`src/hdl/amp_prot_cfg.svh`:
```
// constants of the output protection controller
// assumes a 50 MHz system clock
`ifndef AMP_PROT_CFG_SVH
`define AMP_PROT_CFG_SVH
`define CLK_PERIOD_NS   20
`define CHECK_STEP_NS   40000
`define CHECK_STEP_CYC  (`CHECK_STEP_NS / `CLK_PERIOD_NS)
`define STEP_W          12
`define OL_MAX_DEF      8'h3F
`define OL_ZERO         8'h00
`define OL_ONE          8'h01
`define INJECT_LAST     2'h3
`define SET_LIMIT_HI    4'h3
`define SET_LATCH_LO    4'h4
`define SET_LATCH_HI    4'h7
`define THR_LOWEST      2'h3
`define REG_CFG         12'h000
`define REG_STATUS      12'h004
`define REG_COUNT       12'h008
`define CFG_RESET       2'h0
`define MODE_BRIDGED    2'h0
`define MODE_PARALLEL   2'h1
`define MODE_SINGLE     2'h2
`endif

```
`src/hdl/amp_prot_pkg.sv`:
```
// types of the output protection controller
// assumes amp_prot_cfg.svh for the numbers
package amp_prot_pkg;
    typedef enum logic [3:0] {
        st_wait = 4'h1,
        st_gnd  = 4'h2,
        st_sup  = 4'h4,
        st_run  = 4'h8
    } check_state_t;

    typedef struct packed {
        logic [3:0] setting;
        logic       reset_pin;
        logic [1:0] imbalance;
        logic       short_sup;
        logic       short_gnd;
        logic       logic_up;
        logic       supply_ok;
        logic       heat_shut;
        logic       heat_warn;
        logic       clip;
        logic       frame;
        logic [3:0] oc;
    } pin_sync_t;

    typedef struct packed {
        pin_sync_t    sync1;
        pin_sync_t    sync2;
        logic         frame_prev;
        check_state_t chk;
        logic [11:0]  step_cnt;
        logic [1:0]   out_mode;
        logic         latched_mode;
        logic [1:0]   threshold;
        logic         heat_shutdown;
        logic [1:0]   chan_shut;
        logic [3:0]   flip;
        logic [1:0]   oc_seen;
        logic         limiting;
        logic [1:0]   inj_cnt;
        logic         inject;
        logic         fault_n;
        logic         warn_n;
        logic [3:0]   hiz;
        logic [31:0]  rdata;
        logic         slverr;
    } prot_state_t;

    typedef struct packed {
        logic [7:0] count;
    } ol_state_t;
endpackage

```
`src/hdl/amp_output_protection_ctrl.sv`:
```
// fault protection controller of a four half-bridge pwm stage
// assumes comparator flags on pins, apb master on the system clock
// Contract
// RL1 - setting picks protection mode and trip threshold
// RL2 - out of range setting gives lowest threshold
// RL3 - overcurrent flips half-bridge until next frame
// RL4 - count up per event, down per clean frame
// RL5 - full counter shuts channel until reset cycle
// RL6 - counter maximum is a design parameter
// RL7 - latched mode shuts on first overcurrent
// RL8 - inject pulse every 4th frame when saturated
// RL9 - clipping pulses warning output, self clearing
// RL10 - dc imbalance counts up, then shuts channel
// RL11 - no dc protection in parallel or single-ended
// RL12 - pin check only when logic supply appears
// RL13 - check ground shorts first, then supply shorts
// RL14 - short found holds all outputs off
// RL15 - fault low and reset ignored during check
// RL16 - reset does not restart pin check
// RL17 - check skipped in single-ended mode
// RL18 - warning above 125C, latched shutdown above 155C
// RL19 - heat shutdown clears only by reset
// RL20 - power-on reset clears overload logic
// RL21 - low supply turns off outputs, fault low
// RL22 - low supply recovers without reset
// RL23 - every shutdown drives fault low
// RL24 - reset low forces fault high
// RL25 - controller waits 4 ms before releasing reset (model default: 200 cycles after fault falls, 4 us at 50 MHz)
//
// Added by the designer: the register offsets and the APB register port.
`timescale 1ns/100ps
`include "amp_prot_cfg.svh"
module amp_output_protection_ctrl #(
    parameter logic [7:0] OL_MAX = `OL_MAX_DEF
) (
    input  wire logic        i_clk_sys,
    input  wire logic        i_resetn,
    input  wire logic [3:0]  i_overcurrent_setting_input,
    input  wire logic        i_device_reset_n,
    input  wire logic [3:0]  i_overcurrent,
    input  wire logic        i_pwm_frame,
    input  wire logic        i_clipping,
    input  wire logic        i_heat_warning,
    input  wire logic        i_heat_shutdown,
    input  wire logic        i_supplies_ok,
    input  wire logic        i_logic_supply_up,
    input  wire logic        i_short_to_ground,
    input  wire logic        i_short_to_stage_supply,
    input  wire logic [1:0]  i_dc_imbalance,
    input  wire logic        i_psel,
    input  wire logic        i_penable,
    input  wire logic        i_pwrite,
    input  wire logic [11:0] i_paddr,
    input  wire logic [31:0] i_pwdata,
    output logic [31:0]      o_prdata,
    output logic             o_pready,
    output logic             o_pslverr,
    output logic [3:0]       o_hiz,
    output logic [3:0]       o_flip,
    output logic             o_inject,
    output logic             o_fault_n,
    output logic             o_clip_heat_warning_n,
    output logic             o_cycle_limit_mode,
    output logic [1:0]       o_oc_threshold
);
    amp_prot_pkg::prot_state_t st;
    amp_prot_pkg::prot_state_t next_st;
    amp_prot_pkg::pin_sync_t   pins;
    amp_prot_pkg::pin_sync_t   s;

    logic       frame;
    logic       running;
    logic       reset_low;
    logic       base_off;
    logic [3:0] oc_lim;
    logic [1:0] oc_ch;
    logic [1:0] imb_en;
    logic [1:0] at_max;
    logic [7:0] count0;
    logic [7:0] count1;
    logic       ol_clear;
    logic       setup;
    logic       wr;

    assign pins = '{setting:   i_overcurrent_setting_input,
                    reset_pin: i_device_reset_n,
                    imbalance: i_dc_imbalance,
                    short_sup: i_short_to_stage_supply,
                    short_gnd: i_short_to_ground,
                    logic_up:  i_logic_supply_up,
                    supply_ok: i_supplies_ok,
                    heat_shut: i_heat_shutdown,
                    heat_warn: i_heat_warning,
                    clip:      i_clipping,
                    frame:     i_pwm_frame,
                    oc:        i_overcurrent};
    assign s = st.sync2;

    // frame start, reset pin honoured only after the check
    assign frame     = s.frame && !st.frame_prev;
    assign running   = (st.chk == amp_prot_pkg::st_run);
    assign reset_low = running && !s.reset_pin; // see RL15
    assign base_off  = !running || st.heat_shutdown
                       || !s.supply_ok || reset_low;
    assign oc_lim    = (st.latched_mode || base_off) ? 4'h0 : s.oc;
    assign oc_ch     = {|oc_lim[3:2], |oc_lim[1:0]};
    assign imb_en    = (st.out_mode == `MODE_BRIDGED && running)
                       ? s.imbalance : 2'h0; // see RL11
    assign ol_clear  = reset_low;
    assign setup     = i_psel && !i_penable;
    assign wr        = i_psel && i_penable && i_pwrite;

    overload_counter #(
        .OL_MAX (OL_MAX)
    ) u_ol0 (
        .i_clk_sys   (i_clk_sys),
        .i_resetn    (i_resetn),
        .i_clear     (ol_clear),
        .i_frame     (frame),
        .i_oc_seen   (st.oc_seen[0] || oc_ch[0]),
        .i_imbalance (imb_en[0]),
        .o_count     (count0),
        .o_at_max    (at_max[0])
    );

    overload_counter #(
        .OL_MAX (OL_MAX)
    ) u_ol1 (
        .i_clk_sys   (i_clk_sys),
        .i_resetn    (i_resetn),
        .i_clear     (ol_clear),
        .i_frame     (frame),
        .i_oc_seen   (st.oc_seen[1] || oc_ch[1]),
        .i_imbalance (imb_en[1]),
        .o_count     (count1),
        .o_at_max    (at_max[1])
    );

    always_comb begin
        next_st            = st;
        next_st.sync1      = pins;
        next_st.sync2      = st.sync1;
        next_st.frame_prev = s.frame;
        // setting decode
        next_st.latched_mode = (s.setting >= `SET_LATCH_LO)
                               && (s.setting <= `SET_LATCH_HI); // see RL1
        if (s.setting <= `SET_LATCH_HI) begin
            next_st.threshold = s.setting[1:0]; // see RL1
        end else begin
            next_st.threshold = `THR_LOWEST; // see RL2
        end
        // startup pin check
        case (st.chk)
            amp_prot_pkg::st_wait: begin
                next_st.step_cnt = '0;
                if (s.logic_up) begin // see RL12
                    if (st.out_mode == `MODE_SINGLE) begin
                        next_st.chk = amp_prot_pkg::st_run; // see RL17
                    end else begin
                        next_st.chk = amp_prot_pkg::st_gnd; // see RL13
                    end
                end
            end
            amp_prot_pkg::st_gnd, amp_prot_pkg::st_sup: begin
                next_st.step_cnt = st.step_cnt + 12'h001;
                if (!s.logic_up) begin
                    next_st.chk = amp_prot_pkg::st_wait;
                end else if ((st.chk == amp_prot_pkg::st_gnd)
                             ? s.short_gnd : s.short_sup) begin
                    next_st.step_cnt = '0; // see RL14
                end else if (st.step_cnt ==
                             `STEP_W'(`CHECK_STEP_CYC - 1)) begin
                    next_st.step_cnt = '0;
                    if (st.chk == amp_prot_pkg::st_gnd) begin
                        next_st.chk = amp_prot_pkg::st_sup; // see RL13
                    end else begin
                        next_st.chk = amp_prot_pkg::st_run;
                    end
                end
            end
            amp_prot_pkg::st_run: begin
                next_st.step_cnt = '0;
                if (!s.logic_up) begin // see RL16
                    next_st.chk = amp_prot_pkg::st_wait;
                end
            end
            default: begin
                next_st.chk = amp_prot_pkg::st_wait;
            end
        endcase
        // heat shutdown latch, set wins over reset
        if (s.heat_shut) begin
            next_st.heat_shutdown = 1'b1; // see RL18
        end else if (reset_low) begin
            next_st.heat_shutdown = 1'b0; // see RL19
        end
        // channel shutdown latches
        if (reset_low) begin
            next_st.chan_shut = 2'h0; // see RL5
        end else begin
            next_st.chan_shut = st.chan_shut | at_max; // see RL5 RL10
            if (st.latched_mode && !base_off) begin
                next_st.chan_shut = next_st.chan_shut
                    | {|s.oc[3:2], |s.oc[1:0]}; // see RL7
            end
        end
        // cycle limiting per half-bridge
        if (frame) begin
            next_st.flip     = oc_lim; // see RL3
            next_st.oc_seen  = 2'h0;
            next_st.limiting = |oc_lim;
        end else begin
            next_st.flip     = st.flip | oc_lim; // see RL3
            next_st.oc_seen  = st.oc_seen | oc_ch; // see RL4
            next_st.limiting = st.limiting | (|oc_lim);
        end
        // pulse injection while saturated
        next_st.inject = 1'b0;
        if (frame) begin
            if (s.clip || st.limiting) begin
                next_st.inj_cnt = st.inj_cnt + 2'h1;
                next_st.inject  = (st.inj_cnt == `INJECT_LAST); // see RL8
            end else begin
                next_st.inj_cnt = 2'h0;
            end
        end
        // fault and warning pins
        next_st.warn_n = !(s.clip || s.heat_warn); // see RL9 RL18
        if (reset_low) begin
            next_st.fault_n = 1'b1; // see RL24
        end else begin
            next_st.fault_n = !(!running || st.heat_shutdown
                                || (|st.chan_shut)
                                || !s.supply_ok); // see RL15 RL21 RL23
        end
        // half-bridge enables
        if (base_off || (st.out_mode == `MODE_PARALLEL
                         && (|st.chan_shut))) begin
            next_st.hiz = 4'hF; // see RL14 RL21 RL22
        end else begin
            next_st.hiz = {{2{st.chan_shut[1]}}, {2{st.chan_shut[0]}}};
        end
        // register bus
        if (setup) begin
            next_st.slverr = 1'b0;
            case (i_paddr)
                `REG_CFG:    next_st.rdata = {30'h0, st.out_mode};
                `REG_STATUS: next_st.rdata = {16'h0, st.chk,
                    st.heat_shutdown, st.chan_shut, st.latched_mode,
                    st.threshold, st.fault_n, st.warn_n, st.hiz};
                `REG_COUNT:  next_st.rdata = {16'h0, count1, count0};
                default: begin
                    next_st.rdata  = 32'h0;
                    next_st.slverr = 1'b1;
                end
            endcase
        end
        if (wr && i_paddr == `REG_CFG) begin
            next_st.out_mode = i_pwdata[1:0];
        end
    end

    always_ff @(posedge i_clk_sys or negedge i_resetn) begin
        if (!i_resetn) begin
            st          <= '0; // see RL20
            st.chk      <= amp_prot_pkg::st_wait;
            st.out_mode <= `CFG_RESET;
            st.fault_n  <= 1'b1;
            st.warn_n   <= 1'b1;
            st.hiz      <= 4'hF;
        end else begin
            st <= next_st;
        end
    end

    assign o_prdata              = st.rdata;
    assign o_pready              = 1'b1;
    assign o_pslverr             = i_psel && i_penable && st.slverr;
    assign o_hiz                 = st.hiz;
    assign o_flip                = st.flip;
    assign o_inject              = st.inject;
    assign o_fault_n             = st.fault_n;
    assign o_clip_heat_warning_n = st.warn_n;
    assign o_cycle_limit_mode    = !st.latched_mode;
    assign o_oc_threshold        = st.threshold;
endmodule

```
`src/hdl/overload_counter.sv`:
```
// up/down overload counter of one output channel
// assumes i_frame is a one-cycle pulse per pwm frame
`timescale 1ns/100ps
`include "amp_prot_cfg.svh"
module overload_counter #(
    parameter logic [7:0] OL_MAX = `OL_MAX_DEF
) (
    input  wire logic       i_clk_sys,
    input  wire logic       i_resetn,
    input  wire logic       i_clear,
    input  wire logic       i_frame,
    input  wire logic       i_oc_seen,
    input  wire logic       i_imbalance,
    output logic [7:0]      o_count,
    output logic            o_at_max
);
    amp_prot_pkg::ol_state_t st;
    amp_prot_pkg::ol_state_t next_st;

    always_comb begin
        next_st = st;
        if (i_clear) begin
            next_st.count = `OL_ZERO;
        end else if (i_frame) begin
            if (i_oc_seen || i_imbalance) begin
                if (st.count != OL_MAX) begin // see RL4 RL10
                    next_st.count = st.count + `OL_ONE;
                end
            end else if (st.count != `OL_ZERO) begin // see RL4
                next_st.count = st.count - `OL_ONE;
            end
        end
    end

    always_ff @(posedge i_clk_sys or negedge i_resetn) begin
        if (!i_resetn) begin
            st <= '0; // see RL20
        end else begin
            st <= next_st;
        end
    end

    assign o_count  = st.count;
    assign o_at_max = (st.count == OL_MAX); // see RL5 RL6
endmodule

```
`config.mk`:
```
export PLATFORM = sky130hd
export DESIGN_NAME = amp_output_protection_ctrl
export DESIGN_NICKNAME = d
export VERILOG_FILES = /design/src/hdl/amp_prot_pkg.sv /design/src/hdl/amp_output_protection_ctrl.sv /design/src/hdl/overload_counter.sv
export VERILOG_INCLUDE_DIRS = /design/src /design/src/hdl
export SDC_FILE = /design/constraint.sdc
export NUM_CORES = 1
export LEC_CHECK = 0
export BUFFER_PORTS_ARGS = -buffer_cell sky130_fd_sc_hd__buf_2
export CAP_MARGIN = 20
export CORE_MARGIN = 4
export CORE_UTILIZATION = 45
export DETAILED_ROUTE_END_ITERATION = 8
export PLACE_DENSITY = 0.68
export SETUP_SLACK_MARGIN = 0.5
export SLEW_MARGIN = 25
export SYNTH_ARGS = -nofsm -noshare
export SYNTH_HDL_FRONTEND = slang
export SYNTH_SLANG_ARGS = --single-unit
```
`constraint.sdc`:
```
create_clock -name i_clk_sys -period 3.6 [get_ports i_clk_sys]
set_input_delay 0.72 -clock i_clk_sys [delete_from_list [all_inputs] [get_ports i_clk_sys]]
set_output_delay 0.72 -clock i_clk_sys [all_outputs]
set_load 0.01 [all_outputs]
```
==> metrics.cfg <==
[critical_path]
path_class = reg -> reg
arrival_ns = 3.47
worstPathMaxFanout = 7
cpPeakStageDelay_ns = 0.58
crit_required_ns = 3.88
path_buf_inv = 1
startpoint_type = flip-flop
crit_path_cell_trace = or4b_4, or3_4, nand2_4, clkinvlp_4, ha_4, nand3_1, and3_4, a21oi_2, or4_4, a21o_1, a21oi_2
crit_family = simple AND/OR/NAND/NOR gates
path_common_cell = a21oi_2
crit_path_top_delay_cell = or4b_4
cp-end-kind = flip-flop

[floorplanning]
die_w_um = 117
initial_core_util_pct = 46.4
die-height_um = 117
core_area_um2 = 11500
num_io_pins = 116
dieArea_um2 = 13700
num_rows = 39

[yosys]
syn-instance-count = 512
yosys.area.top_type = dfrtp_1
synth_warnings = 0
synth-edff-count = 0
yosys_most_used_dff = dfrtp_1
yosysMostFrequentCell = dfrtp_1
async_reset_ff_share_pct = 100
ys_ff_latch = 110
synth_area_um2 = 5340
yosysTopAreaCellShare_pct = 49.2
netlist_top_cells_area = dfrtp_1 (49%), buf_4 (6.0%), nand2_1 (3.9%)
ys_top_cells_by_count = dfrtp_1 (105), nand2_1 (55), buf_4 (43)
synth_cell_types = 59
syn_area_per_cell_um2 = 10.4
ys_seq_area_share_pct = 51.7

[route]
via_per_inst = 5.36
drt-wirelength-per-cell_um = 15.5
first_iter_violations = 323
drt_wl_total_mm = 11.0
antenna_left = 0
drc = 0
num_vias = 3814
dr.pass1.iters = 4

[cts]
htreeDepth = 3
cts-root-buf = clkbuf_16
hold_buffers = 0
clk_pin_slew_worst_paths_ns = 0.08
numClockSinks = 110
cts_tree = built
cts_buffers = 9
clk_path_buf_depth = 2
insertion_delay_ns = 0.35

[layout]
n_antenna_cell = 0
syn_to_final_growth_pct = 14.5
fill_cells = 1026
drive_above_1_share_pct = 27.6
layout.nets = 648

[grt]
grt_max_degree = 65
grt_use_total_pct = 17.2
grt_pass1_vias = 3743
grt_pass1_wl_mm = 18.4
grt_overflow_total = 0
grt_antenna_before_repair = 0

[timing]
max_slew.worst_pin.slew_ns = 0.870
setup_violations = 0
max_freq_mhz = 314
finalClockSkew_ns = 0.00798
slew_headroom_pct = 41.9
drv_slew = 0
fin_setup_tns_ns = 0
rsz0062_at_grt = yes
fin_crit_ns = 3.19
fin_crit_sh_pct = 88.6
hold_violations = 0

[power_and_ir_drop]
leakage_nw = 2.79
peakVddDrop_mv = 0.420
power.density_nw_per_um2 = 431
power_mw = 2.63

[run_status]
status = finished, final reports clean

[run]
cap_violations = 0

[placed_design]
place_hpwl_mm = 7.87
gp_congestion = 0.877
portBuffers = 68

[worst_hold_path]
hold_path.class = reg -> reg

worst reg2reg max path, cell delays in order, from the launching register on:
cell and delay, ns:
dfrtp_1 0.38, or4b_4 0.58, or3_4 0.43, nand2_4 0.08, clkinvlp_4 0.21, ha_4 0.33
nand3_1 0.09, and3_4 0.19, a21oi_2 0.06, or4_4 0.49, a21o_1 0.18, a21oi_2 0.10
flip-flops by register name (all words and copies together) (netlist names), 2 cells and up:
signal,cells
o_oc_threshold,2
o_flip,4
u_ol0.o_count,8
s,18
o_hiz,2
st,29
o_prdata,16
u_ol1.o_count,8
next_st,20
kinds of logic after synthesis:
kind of cell    after synthesis  share of synthesized area, %
simple gates                181                          17.9
flops                       110                          51.7
compound gates              108                          13.8
buf+inv                      71                          8.27
xor+xnor                     17                          2.79
fa+ha+maj                    16                          4.03
mux                           7                          1.38
other cells                   2                         0.141
where the power goes:
part	leakage [nW]	switching, mW	internal, mW
Clock	0.144	0.477	0.494
Combinational	1.24	0.213	0.139
Sequential	1.40	0.0255	1.29
cell usage in the layout (no fill, tap or decap), drive strengths merged, types with 4 or more instances in the layout:
master  synthesis  final
a21o            9      9
a21oi          17     17
a22o           12     12
a22oi          14     14
and3            6      6
buf            51     86
clkbuf          9      9
conb            2     17
dfrtp         105    105
dfstp           5      5
ha             14     14
inv            11     13
mux2i           4      4
nand2          56     56
nand2b          4      4
nand3          20     20
nand4           8      8
nor2           33     33
nor2b          10     10
nor3            7      7
nor3b           8      8
nor4            9      9
nor4b           4      4
o21ai          38     38
or2             5      5
xnor2          10     10
xor2            7      7
final timing paths:
path,slack (ns),startpoint,cells after the start,end
max,0.41,st[70],11,u_ol0.o_count[7]
min,0.35,next_st[88],0,s[14]
max reg2reg,0.41,st[70],11,u_ol0.o_count[7]
min reg2reg,0.35,next_st[88],0,s[14]
max in group asynchronous,2.36,i_resetn,2,o_fault_n
min in group asynchronous,0.46,i_resetn,1,st[57]
layer usage:
metal  vias up  GRT usage (%)  wire length [um]
li1       1850              -                 -
met1      1831           23.9              5170
met2       125           27.5              5100
met3         8           3.55               671
met4         0           4.74                99
met5         -              0                 0
layout make-up:
class                           count  area (um^2)  share of cell area, %
Sequential cell                   110         2760                   45.1
Multi-Input combinational cell    346         2330                   38.1
Timing Repair Buffer               86          494                   8.08
Clock buffer                        9          225                   3.68
Tap cell                          143          179                   2.93
Clock inverter                      7         77.6                   1.27
Inverter                           11         47.5                  0.778
timing repair:
| item | CTS | global route |
|---|---|---|
| gates resized for setup | 7 | 11 |
| setup endpoints to repair | 6 | 6 |
| pin swaps | 9 | 7 |
| setup buffers | 7 | 2 |
through the flow:
stage / utilization (%) / std cells / hold slack (ns) / setup slack [ns] / cell area (um^2)
after detailed placement: 49.2 / 687 / 0.335 / 0.254 / 5660
after CTS: 52.5 / 710 / 0.349 / 0.376 / 6050
after global routing: 53.1 / 712 / 0.358 / 0.291 / 6110
final: 53.1 / 712 / 0.350 / 0.410 / 6110
after global placement: 49.2 / 687 / 0.332 / 0.315 / 5660
after floorplan: - / 527 / 0.331 / 0.495 / 5460
No activity file was read; power rests on OpenSTA's default activity.
